<file path="src/rtl/sfb_pkg.sv">
package sfb_pkg;

   // register indices; the byte address on the bus is four times the index
   localparam logic [7:0] IDX_BUF_STATUS = 8'h39;
   localparam logic [7:0] IDX_CTRL = 8'h4c;
   localparam logic [7:0] IDX_STATUS = 8'h4d;
   localparam logic [7:0] IDX_DATA = 8'h4e;
   localparam logic [7:0] IDX_IRQ_STATUS = 8'h50;
   localparam logic [7:0] IDX_IRQ_MASK = 8'h51;

   // buffer status fields
   localparam int BIT_RX_FULL = 7;
   localparam int BIT_RX_EMPTY = 6;
   localparam int BIT_RX_PTR_LO = 4;
   localparam int BIT_TX_FULL = 3;
   localparam int BIT_TX_EMPTY = 2;
   localparam int BIT_TX_PTR_LO = 0;

   // status register fields
   localparam int BIT_DONE = 7;
   localparam int BIT_WCOL = 6;
   localparam int BIT_DUAL = 2;
   localparam int BIT_DOUBLE = 0;

   // interrupt status and mask fields
   localparam int IRQ_DONE = 0;
   localparam int IRQ_RX_FULL = 1;
   localparam int IRQ_TX_FULL = 2;
   localparam int IRQ_W = 3;

   // reset values
   localparam logic [7:0] CTRL_RST = 8'h00;
   localparam logic [7:0] DATA_RST = 8'h00;
   localparam logic [IRQ_W-1:0] IRQ_MASK_RST = 3'h0;

   // buffer depth and bit timing
   localparam logic [2:0] BUF_DEPTH = 3'h4;
   localparam logic [3:0] LAST_EDGE = 4'hf;

   // clock divisors of the system clock
   localparam logic [7:0] DIV_NORM_0 = 8'h04;
   localparam logic [7:0] DIV_NORM_1 = 8'h10;
   localparam logic [7:0] DIV_NORM_2 = 8'h40;
   localparam logic [7:0] DIV_NORM_3 = 8'h80;
   localparam logic [7:0] DIV_FAST_0 = 8'h02;
   localparam logic [7:0] DIV_FAST_1 = 8'h08;
   localparam logic [7:0] DIV_FAST_2 = 8'h20;
   localparam logic [7:0] DIV_FAST_3 = 8'h40;

   typedef struct packed {
      logic int_en;
      logic enable;
      logic lsb_first;
      logic master;
      logic cpol;
      logic cpha;
      logic [1:0] rate_sel;
   } sfb_ctrl_s;

   typedef enum logic {SFB_IDLE, SFB_RUN} sfb_state_e;

   // system clock cycles per half period of the serial clock
   function automatic logic [6:0] half_div(input logic dbl, input logic [1:0] rs);
      logic [7:0] d;
      d = DIV_NORM_0;
      case ({dbl, rs})
         3'h0: d = DIV_NORM_0;
         3'h1: d = DIV_NORM_1;
         3'h2: d = DIV_NORM_2;
         3'h3: d = DIV_NORM_3;
         3'h4: d = DIV_FAST_0;
         3'h5: d = DIV_FAST_1;
         3'h6: d = DIV_FAST_2;
         default: d = DIV_FAST_3;
      endcase
      return d[7:1];
   endfunction : half_div

endpackage : sfb_pkg

</file>
<file path="src/rtl/sfb_spi_buffers.sv">
// Behaviour
// - double speed bit doubles serial clock rate
// - normal rates divide by 4, 16, 64, 128
// - double rates divide by 2, 8, 32, 64
// - one data port: write transmits, read receives
// - rx empty high while nothing buffered
// - writing one at rx empty resets rx pointer
// - both empty bits also reset bit pointer
// - data read returns entry, increments rx pointer
// - tx full at four bytes, raises interrupt flag
// - tx empty high when nothing left unsent
// - data write stores byte, increments tx pointer
// - writing one at tx empty resets tx pointer
// - transfer end sets flag; enables gate interrupt
//
// The implementer's own choice: register access over APB.
`timescale 1ns/10ps
`default_nettype none

module sfb_spi_buffers
(
   // clock and reset
   input wire logic ref_clk_in,
   input wire logic reset_n_in,
   // apb slave
   input wire logic [11:0] paddr_in,
   input wire logic psel_in,
   input wire logic penable_in,
   input wire logic pwrite_in,
   input wire logic [31:0] pwdata_in,
   output logic [31:0] prdata_out,
   output logic pready_out,
   output logic pslverr_out,
   // interrupt
   input wire logic global_irq_enable_in,
   output logic irq_out,
   // serial link
   output logic serial_clock_pin_out,
   output logic mosi_out,
   input wire logic miso_in,
   output logic select_n_out
);

   sfb_pkg::sfb_ctrl_s ctrl_ff, nxt_ctrl;
   sfb_pkg::sfb_state_e state_ff, nxt_state;
   logic dual_ff, nxt_dual;
   logic dbl_ff, nxt_dbl;
   logic wcol_ff, nxt_wcol;
   logic stat_armed_ff, nxt_stat_armed;
   logic [sfb_pkg::IRQ_W-1:0] irq_sts_ff, nxt_irq_sts;
   logic [sfb_pkg::IRQ_W-1:0] irq_mask_ff, nxt_irq_mask;
   logic [7:0] tx_buf_ff [0:3];
   logic [7:0] nxt_tx_buf [0:3];
   logic [7:0] rx_buf_ff [0:3];
   logic [7:0] nxt_rx_buf [0:3];
   logic [1:0] tx_wp_ff, nxt_tx_wp;
   logic [1:0] tx_sp_ff, nxt_tx_sp;
   logic [2:0] tx_cnt_ff, nxt_tx_cnt;
   logic [1:0] rx_wp_ff, nxt_rx_wp;
   logic [1:0] rx_rp_ff, nxt_rx_rp;
   logic [2:0] rx_cnt_ff, nxt_rx_cnt;
   logic [6:0] div_ff, nxt_div;
   logic [3:0] edge_ff, nxt_edge;
   logic [3:0] bit_ptr_ff, nxt_bit_ptr;
   logic [7:0] tx_sh_ff, nxt_tx_sh;
   logic [7:0] rx_sh_ff, nxt_rx_sh;
   logic sck_ff, nxt_sck;
   logic [7:0] prdata_ff, nxt_prdata;

   logic [7:0] idx;
   logic mapped;
   logic wr_done;
   logic rd_done;
   logic setup;
   logic [7:0] wbyte;
   logic [6:0] half;
   logic [7:0] buf_status;
   logic [7:0] status_byte;

   assign idx = paddr_in[9:2];
   assign mapped = (paddr_in[11:10] == 2'h0) && (paddr_in[1:0] == 2'h0) &&
                   (idx == sfb_pkg::IDX_BUF_STATUS || idx == sfb_pkg::IDX_CTRL ||
                    idx == sfb_pkg::IDX_STATUS || idx == sfb_pkg::IDX_DATA ||
                    idx == sfb_pkg::IDX_IRQ_STATUS || idx == sfb_pkg::IDX_IRQ_MASK);
   assign setup = psel_in && !penable_in;
   assign wr_done = psel_in && penable_in && pwrite_in && mapped;
   assign rd_done = psel_in && penable_in && !pwrite_in && mapped;
   assign wbyte = pwdata_in[7:0];
   assign half = sfb_pkg::half_div(dbl_ff, ctrl_ff.rate_sel);

   always_comb
   begin
      buf_status = 8'h00;
      buf_status[sfb_pkg::BIT_RX_FULL] = (rx_cnt_ff == sfb_pkg::BUF_DEPTH);
      buf_status[sfb_pkg::BIT_RX_EMPTY] = (rx_cnt_ff == 3'h0);
      buf_status[sfb_pkg::BIT_RX_PTR_LO +: 2] = rx_rp_ff;
      buf_status[sfb_pkg::BIT_TX_FULL] = (tx_cnt_ff == sfb_pkg::BUF_DEPTH);
      buf_status[sfb_pkg::BIT_TX_EMPTY] = (tx_cnt_ff == 3'h0) && (state_ff != sfb_pkg::SFB_RUN);
      buf_status[sfb_pkg::BIT_TX_PTR_LO +: 2] = tx_wp_ff;
      status_byte = 8'h00;
      status_byte[sfb_pkg::BIT_DONE] = irq_sts_ff[sfb_pkg::IRQ_DONE];
      status_byte[sfb_pkg::BIT_WCOL] = wcol_ff;
      status_byte[sfb_pkg::BIT_DUAL] = dual_ff;
      status_byte[sfb_pkg::BIT_DOUBLE] = dbl_ff;
   end

   always_comb
   begin
      logic [sfb_pkg::IRQ_W-1:0] irq_set;
      logic leading;
      logic sample;
      logic rx_push;
      logic [7:0] rx_new;
      irq_set = '0;
      leading = 1'b0;
      sample = 1'b0;
      rx_push = 1'b0;
      rx_new = rx_sh_ff;
      nxt_ctrl = ctrl_ff;
      nxt_state = state_ff;
      nxt_dual = dual_ff;
      nxt_dbl = dbl_ff;
      nxt_wcol = wcol_ff;
      nxt_stat_armed = stat_armed_ff;
      nxt_irq_sts = irq_sts_ff;
      nxt_irq_mask = irq_mask_ff;
      nxt_tx_buf = tx_buf_ff;
      nxt_rx_buf = rx_buf_ff;
      nxt_tx_wp = tx_wp_ff;
      nxt_tx_sp = tx_sp_ff;
      nxt_tx_cnt = tx_cnt_ff;
      nxt_rx_wp = rx_wp_ff;
      nxt_rx_rp = rx_rp_ff;
      nxt_rx_cnt = rx_cnt_ff;
      nxt_div = div_ff;
      nxt_edge = edge_ff;
      nxt_bit_ptr = bit_ptr_ff;
      nxt_tx_sh = tx_sh_ff;
      nxt_rx_sh = rx_sh_ff;
      nxt_sck = sck_ff;
      nxt_prdata = prdata_ff;

      // read data is latched in the setup phase so the access phase needs no wait
      if (setup)
      begin
         case (idx)
            sfb_pkg::IDX_BUF_STATUS: nxt_prdata = buf_status;
            sfb_pkg::IDX_CTRL: nxt_prdata = ctrl_ff;
            sfb_pkg::IDX_STATUS: nxt_prdata = status_byte;
            sfb_pkg::IDX_DATA: nxt_prdata = rx_buf_ff[rx_rp_ff];
            sfb_pkg::IDX_IRQ_STATUS: nxt_prdata = {5'h00, irq_sts_ff};
            sfb_pkg::IDX_IRQ_MASK: nxt_prdata = {5'h00, irq_mask_ff};
            default: nxt_prdata = 8'h00;
         endcase
      end

      // serial engine, master only
      case (state_ff)
         sfb_pkg::SFB_IDLE:
         begin
            nxt_sck = ctrl_ff.cpol;
            if (ctrl_ff.enable && ctrl_ff.master && tx_cnt_ff != 3'h0)
            begin
               nxt_tx_sh = tx_buf_ff[tx_sp_ff];
               nxt_tx_sp = tx_sp_ff + 2'h1;
               nxt_tx_cnt = tx_cnt_ff - 3'h1;
               nxt_div = 7'h00;
               nxt_edge = 4'h0;
               nxt_bit_ptr = 4'h0;
               nxt_state = sfb_pkg::SFB_RUN;
            end
         end
         sfb_pkg::SFB_RUN:
         begin
            if (!ctrl_ff.enable)
            begin
               nxt_state = sfb_pkg::SFB_IDLE;
            end
            else if (div_ff == half - 7'h01)
            begin
               nxt_div = 7'h00;
               nxt_sck = ~sck_ff;
               leading = ~edge_ff[0];
               sample = ctrl_ff.cpha ? ~leading : leading;
               if (sample)
               begin
                  rx_new = ctrl_ff.lsb_first ? {miso_in, rx_sh_ff[7:1]} : {rx_sh_ff[6:0], miso_in};
                  nxt_rx_sh = rx_new;
                  nxt_bit_ptr = bit_ptr_ff + 4'h1;
               end
               else if (!(ctrl_ff.cpha && edge_ff == 4'h0))
               begin
                  // in phase-one mode the first leading edge only presents the first bit
                  nxt_tx_sh = ctrl_ff.lsb_first ? {1'b0, tx_sh_ff[7:1]} : {tx_sh_ff[6:0], 1'b0};
               end
               nxt_edge = edge_ff + 4'h1;
               if (edge_ff == sfb_pkg::LAST_EDGE)
               begin
                  rx_push = 1'b1;
                  irq_set[sfb_pkg::IRQ_DONE] = 1'b1;
                  nxt_state = sfb_pkg::SFB_IDLE;
               end
            end
            else
            begin
               nxt_div = div_ff + 7'h01;
            end
         end
         default: nxt_state = sfb_pkg::SFB_IDLE;
      endcase

      // received byte enters the queue; a byte arriving while full is dropped
      if (rx_push && nxt_rx_cnt != sfb_pkg::BUF_DEPTH)
      begin
         nxt_rx_buf[rx_wp_ff] = rx_new;
         nxt_rx_wp = rx_wp_ff + 2'h1;
         nxt_rx_cnt = nxt_rx_cnt + 3'h1;
         if (nxt_rx_cnt == sfb_pkg::BUF_DEPTH)
         begin
            irq_set[sfb_pkg::IRQ_RX_FULL] = 1'b1;
         end
      end

      if (rd_done && idx == sfb_pkg::IDX_DATA)
      begin
         nxt_rx_rp = rx_rp_ff + 2'h1;
         if (nxt_rx_cnt != 3'h0)
         begin
            nxt_rx_cnt = nxt_rx_cnt - 3'h1;
         end
      end

      if (wr_done)
      begin
         case (idx)
            sfb_pkg::IDX_CTRL: nxt_ctrl = sfb_pkg::sfb_ctrl_s'(wbyte);
            sfb_pkg::IDX_STATUS:
            begin
               nxt_dual = wbyte[sfb_pkg::BIT_DUAL];
               nxt_dbl = wbyte[sfb_pkg::BIT_DOUBLE];
            end
            sfb_pkg::IDX_DATA:
            begin
               if (nxt_tx_cnt == sfb_pkg::BUF_DEPTH)
               begin
                  nxt_wcol = 1'b1;
               end
               else
               begin
                  nxt_tx_buf[tx_wp_ff] = wbyte;
                  nxt_tx_wp = tx_wp_ff + 2'h1;
                  nxt_tx_cnt = nxt_tx_cnt + 3'h1;
                  if (nxt_tx_cnt == sfb_pkg::BUF_DEPTH)
                  begin
                     irq_set[sfb_pkg::IRQ_TX_FULL] = 1'b1;
                     irq_set[sfb_pkg::IRQ_DONE] = 1'b1;
                  end
               end
            end
            sfb_pkg::IDX_BUF_STATUS:
            begin
               if (wbyte[sfb_pkg::BIT_RX_EMPTY])
               begin
                  nxt_rx_rp = 2'h0;
                  nxt_rx_wp = 2'h0;
                  nxt_rx_cnt = 3'h0;
               end
               if (wbyte[sfb_pkg::BIT_RX_EMPTY] && wbyte[sfb_pkg::BIT_TX_EMPTY])
               begin
                  nxt_bit_ptr = 4'h0;
                  nxt_rx_sh = 8'h00;
               end
               if (wbyte[sfb_pkg::BIT_TX_EMPTY])
               begin
                  nxt_tx_wp = 2'h0;
                  nxt_tx_sp = 2'h0;
                  nxt_tx_cnt = 3'h0;
               end
            end
            sfb_pkg::IDX_IRQ_STATUS: nxt_irq_sts = irq_sts_ff & ~wbyte[sfb_pkg::IRQ_W-1:0];
            sfb_pkg::IDX_IRQ_MASK: nxt_irq_mask = wbyte[sfb_pkg::IRQ_W-1:0];
            default: nxt_irq_mask = irq_mask_ff;
         endcase
      end

      // status read followed by a data access clears done and collision
      if (wr_done || rd_done)
      begin
         if (stat_armed_ff && idx == sfb_pkg::IDX_DATA)
         begin
            nxt_irq_sts[sfb_pkg::IRQ_DONE] = 1'b0;
            if (!(wr_done && nxt_tx_cnt == sfb_pkg::BUF_DEPTH && tx_cnt_ff == sfb_pkg::BUF_DEPTH))
            begin
               nxt_wcol = 1'b0;
            end
         end
         nxt_stat_armed = rd_done && idx == sfb_pkg::IDX_STATUS;
      end

      // a new event wins over a clear in the same cycle
      nxt_irq_sts = nxt_irq_sts | irq_set;
   end

   always_ff @(posedge ref_clk_in or negedge reset_n_in)
   begin
      if (!reset_n_in)
      begin
         ctrl_ff <= sfb_pkg::sfb_ctrl_s'(sfb_pkg::CTRL_RST);
         state_ff <= sfb_pkg::SFB_IDLE;
         dual_ff <= 1'b0;
         dbl_ff <= 1'b0;
         wcol_ff <= 1'b0;
         stat_armed_ff <= 1'b0;
         irq_sts_ff <= '0;
         irq_mask_ff <= sfb_pkg::IRQ_MASK_RST;
         for (int i = 0; i < 4; i++)
         begin
            tx_buf_ff[i] <= sfb_pkg::DATA_RST;
            rx_buf_ff[i] <= sfb_pkg::DATA_RST;
         end
         tx_wp_ff <= 2'h0;
         tx_sp_ff <= 2'h0;
         tx_cnt_ff <= 3'h0;
         rx_wp_ff <= 2'h0;
         rx_rp_ff <= 2'h0;
         rx_cnt_ff <= 3'h0;
         div_ff <= 7'h00;
         edge_ff <= 4'h0;
         bit_ptr_ff <= 4'h0;
         tx_sh_ff <= 8'h00;
         rx_sh_ff <= 8'h00;
         sck_ff <= 1'b0;
         prdata_ff <= 8'h00;
      end
      else
      begin
         ctrl_ff <= nxt_ctrl;
         state_ff <= nxt_state;
         dual_ff <= nxt_dual;
         dbl_ff <= nxt_dbl;
         wcol_ff <= nxt_wcol;
         stat_armed_ff <= nxt_stat_armed;
         irq_sts_ff <= nxt_irq_sts;
         irq_mask_ff <= nxt_irq_mask;
         tx_buf_ff <= nxt_tx_buf;
         rx_buf_ff <= nxt_rx_buf;
         tx_wp_ff <= nxt_tx_wp;
         tx_sp_ff <= nxt_tx_sp;
         tx_cnt_ff <= nxt_tx_cnt;
         rx_wp_ff <= nxt_rx_wp;
         rx_rp_ff <= nxt_rx_rp;
         rx_cnt_ff <= nxt_rx_cnt;
         div_ff <= nxt_div;
         edge_ff <= nxt_edge;
         bit_ptr_ff <= nxt_bit_ptr;
         tx_sh_ff <= nxt_tx_sh;
         rx_sh_ff <= nxt_rx_sh;
         sck_ff <= nxt_sck;
         prdata_ff <= nxt_prdata;
      end
   end

   assign prdata_out = {24'h000000, prdata_ff};
   assign pready_out = psel_in && penable_in;
   assign pslverr_out = psel_in && penable_in && !mapped;
   // done only reaches the pin when the unit's own interrupt enable is set too
   assign irq_out = global_irq_enable_in &&
                    |(irq_sts_ff & irq_mask_ff & {2'b11, ctrl_ff.int_en});
   assign serial_clock_pin_out = sck_ff;
   assign mosi_out = ctrl_ff.lsb_first ? tx_sh_ff[0] : tx_sh_ff[7];
   assign select_n_out = (state_ff != sfb_pkg::SFB_RUN);

endmodule : sfb_spi_buffers

`default_nettype wire

</file>
<file path="config.mk">
export PLATFORM = sky130hd
export DESIGN_NAME = sfb_spi_buffers
export DESIGN_NICKNAME = d
export VERILOG_FILES = /design/src/rtl/sfb_pkg.sv /design/src/rtl/sfb_spi_buffers.sv
export SDC_FILE = /design/constraint.sdc
export NUM_CORES = 1
export LEC_CHECK = 0
export ABC_AREA = 1
export BUFFER_PORTS_ARGS = -buffer_cell sky130_fd_sc_hd__buf_2
export CORE_ASPECT_RATIO = 1.75
export CORE_MARGIN = 4
export CORE_UTILIZATION = 55
export DETAILED_ROUTE_END_ITERATION = 16
export HOLD_SLACK_MARGIN = 0.03
export PLACE_DENSITY = 0.76
export SETUP_SLACK_MARGIN = 0.15
export SLEW_MARGIN = 20
export SYNTH_ARGS = -nofsm -noshare
export SYNTH_HDL_FRONTEND = slang
export SYNTH_SLANG_ARGS = --single-unit
export TNS_END_PERCENT = 5
</file>
<file path="constraint.sdc">
create_clock -name ref_clk_in -period 3.1 [get_ports ref_clk_in]
set_clock_uncertainty 0.15 [all_clocks]
set_input_delay 0.62 -clock ref_clk_in [delete_from_list [all_inputs] [get_ports ref_clk_in]]
set_output_delay 0.62 -clock ref_clk_in [all_outputs]
set_load 0.01 [all_outputs]
</file>
==> results.ini <==
[drt]
vias=6339
drt_iter0_drc=382
wl_per_cell_um=15.6
drt-total-wl_mm=18.7
first_pass_iters=5
drc=0
viasPerCell=5.28
antenna_left=0

[sta]
max_freq_ghz=0.365
finalWorstSetupSlack_ns=0.358
maxSlewViolCount=0
hold_violations=0
max-slew-margin-rel_pct=36.6
worstMarginPinSlew_ns=0.951
fin_setup_tns_ns=0
setup_viol=0
rsz0062_at_grt=false
period_needed_ns=2.74
finalCritPeriodShare_pct=88.4

[setup_path]
path_max_fanout=16
crit_slowest_cell=dfrtp_1
reg2reg_depth=14
startpoint_type=flop
setup.worst_path.end_class=flop
regToRegSetupSlack_ns=0.36
worstPathCellList=inv_1, ha_2, nand2_1, nand2_4, nand2_1, o21ai_1, inv_1, ha_1, nand3_1, nand2_1, nor2_8, nand2_4, o21ai_1, inv_1
arrival_ns=2.89
path_class=flop to flop
max_stage_delay_ns=0.39
cp.required_ns=3.25

[global_route]
grt_pass1_wl_mm=30.5
antenna_found_initial=0
overflow=0
grt_max_degree=65
grt.total_usage_pct=24.2
grt_pass1_vias=6332

[clock_network]
ctsRootBufferMaster=clkbuf_16
cts_hold_buf=0
clock_sinks=133
insertion_delay_ns=0.42
htreeDepth=4
clk_path_buf_depth=2
cts-buffers-inserted=17
cts_tree=done
clk_pin_slew_ns=0.06

[hold_path]
hp-class=primary input to async pin

[synthesis]
ys_types=50
synth_async_sr_flop_share_pct=100
synth_common_cells=nand2_1 (213), inv_1 (164), dfrtp_1 (133)
yosysWarnings=0
ys_top_cells_by_area=dfrtp_1 (44%), nand2_1 (10%), inv_1 (8.1%)
synth_area_um2=7610
synth.top_cell.area_share_pct=43.7
synth_area_leader_cell=dfrtp_1
synth_edf_count=0
synth_cells=970
seq_area_frac_synth_pct=43.7
ys_seq_elements=133
syn_area_per_cell_um2=7.85
yosysMostFrequentCell=nand2_1
synthFlopType=dfrtp_1

[die]
ioPinCount=89
rows=56
core_area_um2=13500
dieArea_um2=15900
die_y_um=164
start_util_pct=56.3
dieWidth_um=96.9

[layout]
multi_input_area_um2=3330
fin_cells=1201
antenna_cells=0
synthToLayoutAreaGrowth_pct=11.1
nets=1085
regArea_um2=3330
n_fill_cell=1199
fin_util_pct=62.6
drive_above_1_share_pct=13.8

[run]
cap_viol_max_count=0

[placed_design]
dp_hpwl_mm=13.6
place_ws_ns=0.297
dp_cells=1169
io_buffers=40
gp_congestion=0.876

[power_and_ir_drop]
power_density_nw_per_um2=462
ir_drop_uv=396
p_leak_nw=4.47

[run_status]
status=finished clean

-- cells in the final DEF (no fill, tap or decap), types with 3 or more instances in the layout --
cell type	count
nand2_4	6
a21oi_1	28
nand2_2	7
clkinv_2	3
nand3_1	30
nand4_1	5
buf_4	17
clkinv_1	3
clkbuf_16	17
buf_2	39
nor3_1	9
o21ai_2	10
a31oi_1	12
conb_1	24
o22ai_1	5
a221oi_1	5
bufinv_16	3
o211ai_1	15
nand2_1	213
o21ai_1	40
o21ai_0	86
nor2_4	6
nor2_2	3
clkbuf_1	4
ha_1	18
mux2_2	3
xor2_1	11
nor2_1	63
inv_1	164
dfrtp_1	133
inv_2	11
-- state kept, by name, indices dropped and copies added (netlist names), 3 cells and up --
signal	cells
irq_mask_ff	3
rx_cnt_ff	3
prdata_ff	8
tx_sh_ff	8
div_ff	7
ctrl_ff	8
rx_sh_ff	8
edge_ff	4
tx_cnt_ff	3
tx_buf_ff	32
irq_sts_ff	3
rx_buf_ff	32
-- per-layer routing --
metal,track usage (%),wire (um),vias up
met5,0,0,-
met4,15.4,946,0
met3,3.80,667,63
met2,43.7,10000,172
met1,26.0,7060,2980
li1,-,-,3124
-- logic make-up (layout without fill, tap and decap cells) --
logic type	Yosys count	after routing	synth area share [%]
adder cells (fa/ha/maj)	19	19	3.12
multiplexers	4	4	0.624
XOR/XNOR	13	13	1.50
other	1	24	0.0492
flip-flops	133	133	43.7
AND/OR/NAND/NOR	357	357	21.4
buffers and inverters	232	266	13.8
AO/OA/AOI/OAI	211	211	15.8
-- path summary, 6_finish.rpt --
kind                                           start                        end
setup / recovery              tx_cnt_ff[0]$_DFF_PN0_   tx_buf_ff[1]$_DFFE_PN0P_
hold / removal                            reset_n_in  tx_buf_ff[29]$_DFFE_PN0P_
setup reg to reg              tx_cnt_ff[0]$_DFF_PN0_   tx_buf_ff[1]$_DFFE_PN0P_
hold reg to reg            rx_buf_ff[21]$_DFFE_PN0P_  rx_buf_ff[21]$_DFFE_PN0P_
max in group asynchronous                 reset_n_in   prdata_ff[1]$_DFFE_PN0P_
min in group ref_clk_in                 pwdata_in[6]  tx_buf_ff[30]$_DFFE_PN0P_
-- metrics by stage --
stage / power [mW] / hold slack (ns) / instance area, um2
after global placement: 1.92 / 0.315 / 7860
final: 3.91 / 0.0310 / 8460
after global routing: 4.03 / 0.0646 / 8460
after CTS: 3.93 / 0.0549 / 8450
after detailed placement: 1.92 / 0.326 / 7860
after floorplan: 1.85 / 0.174 / 7700
-- timing repair --
| action | CTS | global route |
|---|---|---|
| setup endpoints to repair | 0 | 33 |
| gates resized for setup | 0 | 2 |
| setup buffers | 0 | 1 |
| hold endpoints to repair | 0 | 0 |
-- where the power goes --
part	internal [mW]	switching, mW	total [mW]
sequential	1.75	0.00968	1.76
clock	1.28	0.745	2.02
combinational	0.0364	0.0977	0.134
total	3.06	0.853	3.91
-- final cells by class --
type / count / share of cell area (%)
multi-input combinational: 628 / 39.4
inverter: 178 / 7.90
tap: 174 / 2.57
timing repair buffer: 57 / 3.95
sequential: 133 / 39.3
clock buffer: 22 / 5.37
clock inverter: 9 / 1.52
-- worst max-delay path, delay by kind of cell (launching register included) --
family / cells / cell delay (ns)
flops: 1 / 0.39
buf+inv: 3 / 0.29
simple gates: 7 / 1.01
fa+ha+maj: 2 / 0.42
compound gates: 2 / 0.35
(Power assumes the default switching activity.)
